### src/include/swt_pkg.sv
// Overview of operation
// - a 31-bit sleep counter advances on every low-frequency clock cycle
// - low-frequency clock comes from the crystal or the low-power rc oscillator
// - counter runs in every power mode except the oscillators-off mode
// - writing one to the reset bit clears the counter; reads return zero
// - first event in light or deep sleep starts regulator and crystal
// - every first event is followed by exactly one second event
// - delay code 000..111 selects 4,6,8,12,16,24,32,48 low-frequency cycles
// - first-event interval is mantissa times two to five times resolution
// - mantissa sits in high and low byte registers, reset 0x87 and 0x6b
// - resolution code picks counter bits 15:0, 20:5, 25:10 or 30:15
// - changing resolution leaves the 31-bit counter untouched
// - two read-only bytes return the selected 16-bit count window
// - rc oscillator calibrates in active mode with crystal on, else holds
// - calibration locks the rc frequency to crystal frequency over 750
// - one interrupt from either event, each source with its own mask
// - pending flags set on their event whatever the mask says
// - irq control holds second mask at bit 5, first mask at bit 4
// - pending flags at bits 1 and 0, cleared only by writing zero
package swt_pkg;

  // ****************************************
  // register map
  // ****************************************
  localparam logic [7:0] SWT_ADDR_IRQ = 8'h00a1;
  localparam logic [7:0] SWT_ADDR_CTL = 8'h00a2;
  localparam logic [7:0] SWT_ADDR_PER_LO = 8'h00a3;
  localparam logic [7:0] SWT_ADDR_PER_HI = 8'h00a4;
  localparam logic [7:0] SWT_ADDR_CNT_LO = 8'h00a5;
  localparam logic [7:0] SWT_ADDR_CNT_HI = 8'h00a6;

  // ****************************************
  // field positions and reset values
  // ****************************************
  localparam int SWT_CTL_DELAY_LSB = 4;
  localparam int SWT_CTL_RESET_BIT = 2;
  localparam int SWT_IRQ_MASK1_BIT = 5;
  localparam int SWT_IRQ_MASK0_BIT = 4;
  localparam int SWT_IRQ_FLAG1_BIT = 1;
  localparam int SWT_IRQ_FLAG0_BIT = 0;
  localparam logic [7:0] SWT_RST_PER_LO = 8'h006b;
  localparam logic [7:0] SWT_RST_PER_HI = 8'h0087;
  localparam logic [2:0] SWT_RST_DELAY = 3'h7;
  localparam logic [1:0] SWT_RST_RES = 2'h0;
  localparam int SWT_CNT_W = 31;
  localparam int SWT_RES_SHIFT = 5;

  // ****************************************
  // timing: rc calibration target
  // ****************************************
  localparam longint SWT_CLK_HZ = 40000000;
  localparam longint SWT_XOSC_HZ = 26000000;
  localparam longint SWT_CAL_DIV = 750;
  // system clocks in one ideal rc period (crystal / 750)
  localparam int SWT_CAL_TARGET = int'((SWT_CAL_DIV * SWT_CLK_HZ) / SWT_XOSC_HZ);
  localparam int SWT_CAL_TOL = 2;
  localparam int SWT_CAL_W = 12;
  localparam logic [5:0] SWT_RST_TRIM = 6'h20;

  typedef enum logic [1:0] {
    SWT_PM_ACTIVE,
    SWT_PM_LIGHT,
    SWT_PM_DEEP,
    SWT_PM_OFF
  } swt_pmode_t;

  // second-event delay in low-frequency cycles
  function automatic logic [5:0] swt_delay_cycles(input logic [2:0] code);
    logic [5:0] d;
    d = 6'h04;
    case (code)
      3'h0: d = 6'h04;
      3'h1: d = 6'h06;
      3'h2: d = 6'h08;
      3'h3: d = 6'h0c;
      3'h4: d = 6'h10;
      3'h5: d = 6'h18;
      3'h6: d = 6'h20;
      default: d = 6'h30;
    endcase
    return d;
  endfunction

endpackage

### src/include/swt_lf_if.sv
`timescale 1ns/10ps
`default_nettype none
// low-frequency tick path between edge finder and timer core
interface swt_lf_if;
  logic lf_tick;
  logic rc_edge;
  logic use_rc;
  logic run;
  modport src (output lf_tick, output rc_edge, input use_rc, input run);
  modport snk (input lf_tick, input rc_edge, output use_rc, output run);
endinterface
`default_nettype wire

### src/core/swt_top.sv
`timescale 1ns/10ps
`default_nettype none
module swt_top (
  input wire logic clk_i,
  input wire logic rstn_i,
  input wire logic xosc32_clk_i,
  input wire logic rcosc_clk_i,
  input wire logic use_rc_osc_i,
  input wire logic [1:0] power_mode_i,
  input wire logic xosc_running_i,
  input wire logic [7:0] sfr_addr_i,
  input wire logic sfr_wr_i,
  input wire logic [7:0] sfr_wdata_i,
  input wire logic sfr_rd_i,
  output logic [7:0] sfr_rdata_o,
  output logic first_event_o,
  output logic second_event_o,
  output logic vreg_on_o,
  output logic xosc_start_o,
  output logic sleep_timer_irq_o,
  output logic [5:0] rc_trim_o
);

  // ****************************************
  // low-frequency tick
  // ****************************************
  swt_lf_if lf ();
  swt_pkg::swt_pmode_t pmode;
  logic pm_sleep;

  assign pmode = swt_pkg::swt_pmode_t'(power_mode_i);
  assign pm_sleep = (pmode == swt_pkg::SWT_PM_LIGHT) || (pmode == swt_pkg::SWT_PM_DEEP);
  assign lf.use_rc = use_rc_osc_i;
  // counter stops only in oscillators-off mode
  assign lf.run = (pmode != swt_pkg::SWT_PM_OFF);

  swt_lf_tick u_tick (
    .clk_i(clk_i),
    .rstn_i(rstn_i),
    .xosc32_clk_i(xosc32_clk_i),
    .rcosc_clk_i(rcosc_clk_i),
    .lf(lf)
  );

  // ****************************************
  // register decode
  // ****************************************
  logic wr_ctl;
  logic wr_irq;
  logic wr_lo;
  logic wr_hi;

  assign wr_ctl = sfr_wr_i && (sfr_addr_i == swt_pkg::SWT_ADDR_CTL);
  assign wr_irq = sfr_wr_i && (sfr_addr_i == swt_pkg::SWT_ADDR_IRQ);
  assign wr_lo = sfr_wr_i && (sfr_addr_i == swt_pkg::SWT_ADDR_PER_LO);
  assign wr_hi = sfr_wr_i && (sfr_addr_i == swt_pkg::SWT_ADDR_PER_HI);

  // ****************************************
  // control and period registers
  // ****************************************
  logic [2:0] delay_code;
  logic [1:0] count_resolution_sel;
  logic [15:0] wake_period_mantissa;

  always_ff @(posedge clk_i or negedge rstn_i) begin
    if (!rstn_i) begin
      delay_code <= swt_pkg::SWT_RST_DELAY;
      count_resolution_sel <= swt_pkg::SWT_RST_RES;
    end else if (wr_ctl) begin
      delay_code <= sfr_wdata_i[swt_pkg::SWT_CTL_DELAY_LSB +: 3];
      count_resolution_sel <= sfr_wdata_i[1:0];
    end
  end

  always_ff @(posedge clk_i or negedge rstn_i) begin
    if (!rstn_i) begin
      wake_period_mantissa <= {swt_pkg::SWT_RST_PER_HI, swt_pkg::SWT_RST_PER_LO};
    end else begin
      if (wr_lo) begin
        wake_period_mantissa[7:0] <= sfr_wdata_i;
      end
      if (wr_hi) begin
        wake_period_mantissa[15:8] <= sfr_wdata_i;
      end
    end
  end

  // ****************************************
  // sleep counter and window
  // ****************************************
  logic [swt_pkg::SWT_CNT_W-1:0] sleep_cnt;
  logic [swt_pkg::SWT_CNT_W-1:0] next_cnt;
  logic [15:0] window;
  logic [15:0] next_window;
  logic first_hit;
  logic sw_reset;

  // only a written one clears; the bit itself is never stored
  assign sw_reset = wr_ctl && sfr_wdata_i[swt_pkg::SWT_CTL_RESET_BIT];

  // window pick is a pure shift of the live count
  function automatic logic [15:0] pick_window(input logic [swt_pkg::SWT_CNT_W-1:0] c,
                                              input logic [1:0] res);
    logic [swt_pkg::SWT_CNT_W-1:0] s;
    s = c >> (swt_pkg::SWT_RES_SHIFT * int'(res));
    return s[15:0];
  endfunction

  // window select; counter itself untouched by it
  assign window = pick_window(sleep_cnt, count_resolution_sel);
  assign next_cnt = sleep_cnt + 31'h0000_0001;
  assign next_window = pick_window(next_cnt, count_resolution_sel);
  // match on the count about to be reached; zero mantissa never fires
  assign first_hit = lf.lf_tick && (wake_period_mantissa != 16'h0000)
                     && (next_window == wake_period_mantissa);

  // advance per low-frequency tick; restart gives the interval
  always_ff @(posedge clk_i or negedge rstn_i) begin
    if (!rstn_i) begin
      sleep_cnt <= 31'h0000_0000;
    end else if (sw_reset) begin
      // software clear wins over a tick
      sleep_cnt <= 31'h0000_0000;
    end else if (first_hit) begin
      sleep_cnt <= 31'h0000_0000;
    end else if (lf.lf_tick) begin
      sleep_cnt <= next_cnt;
    end
  end

  // ****************************************
  // first and second events
  // ****************************************
  logic ev1_armed;
  logic [5:0] ev1_left;
  logic second_hit;

  // a new first event while one is still armed flushes the old second event
  // at once, so pairs never merge or vanish
  assign second_hit = ev1_armed
                      && ((lf.lf_tick && (ev1_left == 6'h01)) || first_hit);

  // arm once per first event; load the coded delay
  always_ff @(posedge clk_i or negedge rstn_i) begin
    if (!rstn_i) begin
      ev1_armed <= 1'b0;
      ev1_left <= 6'h00;
    end else if (first_hit) begin
      ev1_armed <= 1'b1;
      ev1_left <= swt_pkg::swt_delay_cycles(delay_code);
    end else if (second_hit) begin
      ev1_armed <= 1'b0;
      ev1_left <= 6'h00;
    end else if (ev1_armed && lf.lf_tick) begin
      ev1_left <= ev1_left - 6'h01;
    end
  end

  // event pulses and wake requests, registered
  always_ff @(posedge clk_i or negedge rstn_i) begin
    if (!rstn_i) begin
      first_event_o <= 1'b0;
      second_event_o <= 1'b0;
      vreg_on_o <= 1'b0;
      xosc_start_o <= 1'b0;
    end else begin
      first_event_o <= first_hit;
      second_event_o <= second_hit;
      // wake only from light or deep sleep
      vreg_on_o <= first_hit && pm_sleep;
      xosc_start_o <= first_hit && pm_sleep;
    end
  end

  // ****************************************
  // interrupt control
  // ****************************************
  logic first_event_irq_mask;
  logic second_event_irq_mask;
  logic first_event_pending;
  logic second_event_pending;

  always_ff @(posedge clk_i or negedge rstn_i) begin
    if (!rstn_i) begin
      first_event_irq_mask <= 1'b0;
      second_event_irq_mask <= 1'b0;
    end else if (wr_irq) begin
      first_event_irq_mask <= sfr_wdata_i[swt_pkg::SWT_IRQ_MASK0_BIT];
      second_event_irq_mask <= sfr_wdata_i[swt_pkg::SWT_IRQ_MASK1_BIT];
    end
  end

  // set regardless of mask; write zero clears, set wins
  always_ff @(posedge clk_i or negedge rstn_i) begin
    if (!rstn_i) begin
      first_event_pending <= 1'b0;
      second_event_pending <= 1'b0;
    end else begin
      if (first_hit) begin
        first_event_pending <= 1'b1;
      end else if (wr_irq && !sfr_wdata_i[swt_pkg::SWT_IRQ_FLAG0_BIT]) begin
        first_event_pending <= 1'b0;
      end
      if (second_hit) begin
        second_event_pending <= 1'b1;
      end else if (wr_irq && !sfr_wdata_i[swt_pkg::SWT_IRQ_FLAG1_BIT]) begin
        second_event_pending <= 1'b0;
      end
    end
  end

  // one request from either masked source
  always_ff @(posedge clk_i or negedge rstn_i) begin
    if (!rstn_i) begin
      sleep_timer_irq_o <= 1'b0;
    end else begin
      sleep_timer_irq_o <= (first_hit || first_event_pending) && first_event_irq_mask
                           || (second_hit || second_event_pending) && second_event_irq_mask;
    end
  end

  // ****************************************
  // rc calibration
  // ****************************************
  logic [swt_pkg::SWT_CAL_W-1:0] cal_cnt;
  logic cal_seen;
  logic cal_on;

  // only in active mode with the crystal running
  assign cal_on = (pmode == swt_pkg::SWT_PM_ACTIVE) && xosc_running_i;

  // period measure in system clocks, saturating
  always_ff @(posedge clk_i or negedge rstn_i) begin
    if (!rstn_i) begin
      cal_cnt <= '0;
      cal_seen <= 1'b0;
    end else if (!cal_on) begin
      // first period after resuming is partial, so discard it
      cal_cnt <= '0;
      cal_seen <= 1'b0;
    end else if (lf.rc_edge) begin
      cal_cnt <= '0;
      cal_seen <= 1'b1;
    end else if (cal_cnt != '1) begin
      cal_cnt <= cal_cnt + 1'b1;
    end
  end

  // steer trim toward crystal over 750; hold last result
  always_ff @(posedge clk_i or negedge rstn_i) begin
    if (!rstn_i) begin
      rc_trim_o <= swt_pkg::SWT_RST_TRIM;
    end else if (cal_on && cal_seen && lf.rc_edge) begin
      if ((int'(cal_cnt) > swt_pkg::SWT_CAL_TARGET + swt_pkg::SWT_CAL_TOL)
          && (rc_trim_o != 6'h3f)) begin
        rc_trim_o <= rc_trim_o + 6'h01;
      end else if ((int'(cal_cnt) < swt_pkg::SWT_CAL_TARGET - swt_pkg::SWT_CAL_TOL)
                   && (rc_trim_o != 6'h00)) begin
        rc_trim_o <= rc_trim_o - 6'h01;
      end
    end
  end

  // ****************************************
  // read port
  // ****************************************
  logic [7:0] next_rdata;

  // window bytes; reset bit reads zero; reserved bits zero
  always_comb begin
    next_rdata = 8'h00;
    case (sfr_addr_i)
      swt_pkg::SWT_ADDR_IRQ: begin
        next_rdata = {2'h0, second_event_irq_mask, first_event_irq_mask,
                      2'h0, second_event_pending, first_event_pending};
      end
      swt_pkg::SWT_ADDR_CTL: begin
        next_rdata = {1'b0, delay_code, 2'h0, count_resolution_sel};
      end
      swt_pkg::SWT_ADDR_PER_LO: next_rdata = wake_period_mantissa[7:0];
      swt_pkg::SWT_ADDR_PER_HI: next_rdata = wake_period_mantissa[15:8];
      swt_pkg::SWT_ADDR_CNT_LO: next_rdata = window[7:0];
      swt_pkg::SWT_ADDR_CNT_HI: next_rdata = window[15:8];
      default: next_rdata = 8'h00;
    endcase
  end

  // read data held until the next read
  always_ff @(posedge clk_i or negedge rstn_i) begin
    if (!rstn_i) begin
      sfr_rdata_o <= 8'h00;
    end else if (sfr_rd_i) begin
      sfr_rdata_o <= next_rdata;
    end
  end

endmodule
`default_nettype wire

### src/core/swt_lf_tick.sv
`timescale 1ns/10ps
`default_nettype none
module swt_lf_tick (
  input wire logic clk_i,
  input wire logic rstn_i,
  input wire logic xosc32_clk_i,
  input wire logic rcosc_clk_i,
  swt_lf_if.src lf
);

  // ****************************************
  // pin synchronisers
  // ****************************************
  logic [1:0] xo_sync;
  logic [1:0] rc_sync;
  logic xo_prev;
  logic rc_prev;

  // two flops per pin; only the second stage is looked at
  always_ff @(posedge clk_i or negedge rstn_i) begin
    if (!rstn_i) begin
      xo_sync <= 2'h0;
      rc_sync <= 2'h0;
    end else begin
      xo_sync <= {xo_sync[0], xosc32_clk_i};
      rc_sync <= {rc_sync[0], rcosc_clk_i};
    end
  end

  // previous synced level for edge finding
  always_ff @(posedge clk_i or negedge rstn_i) begin
    if (!rstn_i) begin
      xo_prev <= 1'b0;
      rc_prev <= 1'b0;
    end else begin
      xo_prev <= xo_sync[1];
      rc_prev <= rc_sync[1];
    end
  end

  // ****************************************
  // tick select
  // ****************************************
  // source select
  assign lf.rc_edge = rc_sync[1] & ~rc_prev;
  // no tick while oscillators are off
  assign lf.lf_tick = lf.run & (lf.use_rc ? lf.rc_edge : (xo_sync[1] & ~xo_prev));

endmodule
`default_nettype wire

### config.mk
export PLATFORM = sky130hd
export DESIGN_NAME = swt_top
export DESIGN_NICKNAME = d
export VERILOG_FILES = /design/src/include/swt_pkg.sv /design/src/include/swt_lf_if.sv /design/src/core/swt_top.sv /design/src/core/swt_lf_tick.sv
export SDC_FILE = /design/constraint.sdc
export NUM_CORES = 1
export LEC_CHECK = 0
export ABC_AREA = 1
export BUFFER_PORTS_ARGS = -buffer_cell sky130_fd_sc_hd__buf_4
export CORE_ASPECT_RATIO = 1.4
export CORE_MARGIN = 10
export CORE_UTILIZATION = 60
export DETAILED_ROUTE_END_ITERATION = 8
export PLACE_DENSITY = 0.79
export SETUP_SLACK_MARGIN = 0.5
export SLEW_MARGIN = 30
export SYNTH_ARGS = -nofsm -noshare
export SYNTH_HDL_FRONTEND = slang
export SYNTH_SLANG_ARGS = --single-unit
### constraint.sdc
create_clock -name clk_i -period 2.95 [get_ports clk_i]
set_clock_uncertainty 0.05 [all_clocks]
set_input_delay 0.295 -clock clk_i [delete_from_list [all_inputs] [get_ports clk_i]]
set_output_delay 0.295 -clock clk_i [all_outputs]
set_load 0.005 [all_outputs]
==> impl_metrics.yaml <==
timing:
  setup_ws_ps: -67.4
  max_freq_ghz: 0.331
  worstMarginPinSlew_ps: 716
  finalCritPeriodShare_pct: 102
  max_slew_margin_pct: 52.3
  rsz0062_at_grt: "yes"
  min_period_ps: 3020
  tns_ps: -941
  setup_viol: 22
  hold_violations: 0
  drv_slew: 0
clocking:
  clk_pin_slew_ps: 70
  cts_inserted_buffers: 9
  clock_sinks: 100
  h-tree-depth: 3
  cts_root_buf: "clkbuf_16"
  clockBufferDepth: 2
  cts_tree: "yes"
  clock_latency_ps: 370
grt:
  grt_use_total_pct: 30.1
  overflow: 0
  grt_pass1_wl_microns: 43300
  grt_max_degree: 68
  antenna_found_initial: 0
  grt_pass1_vias: 8580
detailed_routing:
  routed_wl_microns: 27800
  dr_total_vias: 9114
  post-route-drc-count: 0
  ant_nets: 0
  vias_per_cell: 6.13
  dr.pass1.iters: 7
  wl_per_cell_microns: 18.7
  drt_iter0_drc: 1066
worst_setup_path:
  crit_path_end_kind: "flop"
  required_ps: 3140
  start_kind: "flop"
  rr_endpoint: "sleep_cnt[2]$_DFFE_PN0P_"
  slowest_delay_ps: 390
  critPathKind: "reg -> reg"
  setup.worst_path.start: "sleep_cnt[4]$_DFFE_PN0P_"
  r2r_setup_slack_ps: -70
  slowest_stage: "dfrtp_1"
  cp_max_fo: 14
  crit_chain: "nand2_1 -> nor2_4 -> nand4_1 -> nand3_1 -> nand2_1 -> a21boi_2 -> nand2_2 -> nand2_2 -> nand2_1 -> nand2_2 -> nand2_1 -> nor2_2 -> nand2_1 -> nor2_2 -> nand2_2 -> buf_6 -> buf_12 -> nand3_1 -> o21ai_1"
  reg2regPathDepth: 19
  crit_end: "sleep_cnt[2]$_DFFE_PN0P_"
  worstPathArrival_ps: 3200
  crit_top_cell: "nand2_1"
  regToRegStartpoint: "sleep_cnt[4]$_DFFE_PN0P_"
floorplan:
  num_rows: 49
  core_area_sq_um: 12800
  start_util_pct: 60.9
  die_h_microns: 155
  io_pins: 45
  die_x_microns: 116
  die_area_sq_um: 18000
yosys:
  yosysUniqueCellTypes: 52
  yosysWarnings: 0
  syn_inst: 1192
  synth_largest_area_cell: "dfrtp_1"
  synthArstFlopShare_pct: 100
  syn-num-nets: 1229
  synth_edf_count: 0
  synth_flop_cell: "dfrtp_1"
  syn_area_sq_um: 7760
  synth-seq-area-share_pct: 32.4
  syn_area_per_cell_sq_um: 6.51
  synthTopCellsByArea: "dfrtp_1, nand2_1, nand3_1, inv_1, o21ai_0"
  ys_ff_latch: 100
  synth_top_area_share_pct: 28.0
power:
  p_total_mw: 5.62
  irDropWorstVdd_uv: 366
  static-leakage-power_nw: 4.81
  power-per-cell-area_nw_per_um2: 557
final_layout:
  drive_above_1_share_pct: 28.0
  diodes: 0
  syn_to_final_growth_pct: 30.2
  instances_no_fill: 1487
  final_nets: 1366
placement:
  placed_cells: 1444
  numPortBuffers: 44
  dp_slack_ps: -34.3
  dp_hpwl_microns: 20400
  gp_congestion: 1.02
flow_run:
  cap_violations: 0
status:
  status: "finished with violations"
  violations: "negative setup slack"
min_path:
  hp-class: "in -> reg"
-- where the power goes --
| part | internal [mW] | switching [mW] |
|---|---|---|
| combinational | 0.975 | 1.50 |
| clock | 0.786 | 0.606 |
| sequential | 1.55 | 0.208 |
| total | 3.31 | 2.32 |
-- worst min path at each step --
stage | startpoint | endpoint | cells after the start
3_3_place_gp | u_tick.xo_sync[0]$_DFF_PN0_ | u_tick.xo_sync[1]$_DFF_PN0_ | 0
5_1_grt | sfr_wdata_i[7] | wake_period_mantissa[15]$_DFFE_PN1P_ | 3
2_1_floorplan | rstn_i | cal_cnt[0]$_DFFE_PN0P_ | 0
6_report | sfr_wdata_i[7] | wake_period_mantissa[15]$_DFFE_PN1P_ | 3
4_1_cts | sfr_wdata_i[7] | wake_period_mantissa[15]$_DFFE_PN1P_ | 3
3_5_place_dp | u_tick.xo_sync[0]$_DFF_PN0_ | u_tick.xo_sync[1]$_DFF_PN0_ | 0
-- logic make-up after synthesis --
logic type	Yosys count	share of synthesized area, %
and+or+nand+nor	676	38.7
AOI/OAI and AO/OA	190	14.0
buffers and inverters	188	9.72
DFF	100	32.4
xor gates and xnor gates	18	2.03
adders and majority gates	11	1.87
muxes	9	1.29
-- cell usage in the layout (no fill, tap or decap), types with 18 or more instances in the layout --
cell / n
nand3_2: 41
nand2_1: 291
o21ai_0: 70
nand2_2: 48
o21ai_1: 43
nor2_2: 18
inv_1: 139
nand3_1: 109
a21oi_1: 18
dfrtp_1: 82
nor2_1: 85
buf_4: 151
nand4_1: 29
-- registers in the layout, indices dropped and copies added (netlist names), 2 cells and up --
name and flops:
cal_cnt 12, count_resolution_sel 2, delay_code 3, ev1_left 6, rc_trim_o 6, sfr_rdata_o 8
sleep_cnt 31, u_tick.rc_sync 2, u_tick.xo_sync 2, wake_period_mantissa 16
-- routing by layer --
layer | global-route usage [%] | vias to the layer above | wire length (microns)
met1 | 37.6 | 4220 | 10800
met2 | 49.9 | 532 | 13400
met5 | 0 | - | 0
li1 | - | 4240 | -
met3 | 3.99 | 122 | 2300
met4 | 14.0 | 0 | 1300
-- synthesized netlist by cell type, drive strengths merged (7+ instances only) --
cell	number
nand2	349
inv	144
buf	28
dfrtp	87
nand3b	7
nor3	13
a21oi	21
nor2	115
o221ai	11
clkbuf	12
o22ai	13
xor2	13
nand3	152
nand4	29
mux2	8
dfstp	13
o21ai	120
ha	10
-- critical path, delay by kind of cell (launching register included) --
family,cells,cell delay [ps]
flip-flops,1,390
AND/OR/NAND/NOR,15,1880
buffers and inverters,2,280
AO/OA/AOI/OAI,2,270
-- per-stage QoR --
step           utilization (%)  cell area, sq um  hold slack (ps)
2_1_floorplan                -              7820            -50.6
3_3_place_gp              70.0              8920              284
3_5_place_dp              70.0              8920              297
4_1_cts                   75.2              9590              129
5_1_grt                   79.2             10100              156
6_report                  79.2             10100              123
-- layout make-up --
type	count	area (sq um)
multi-input cells	904	5120
fillers	966	2650
flip-flops and latches	100	2520
repair buffers	166	1360
inverters	148	563
clock buffers	10	239
well taps	153	191
clock inverters	6	105
-- timing repair --
item | CTS | global route
gates cloned | 0 | 2
resized for setup | 59 | 110
hold buffers | 3 | 0
hold endpoints to repair | 43 | 0
buffers inserted | 10 | 12
endpoints found under the setup margin | 47 | 60
pin swaps | 34 | 46
(Power assumes the default switching activity.)
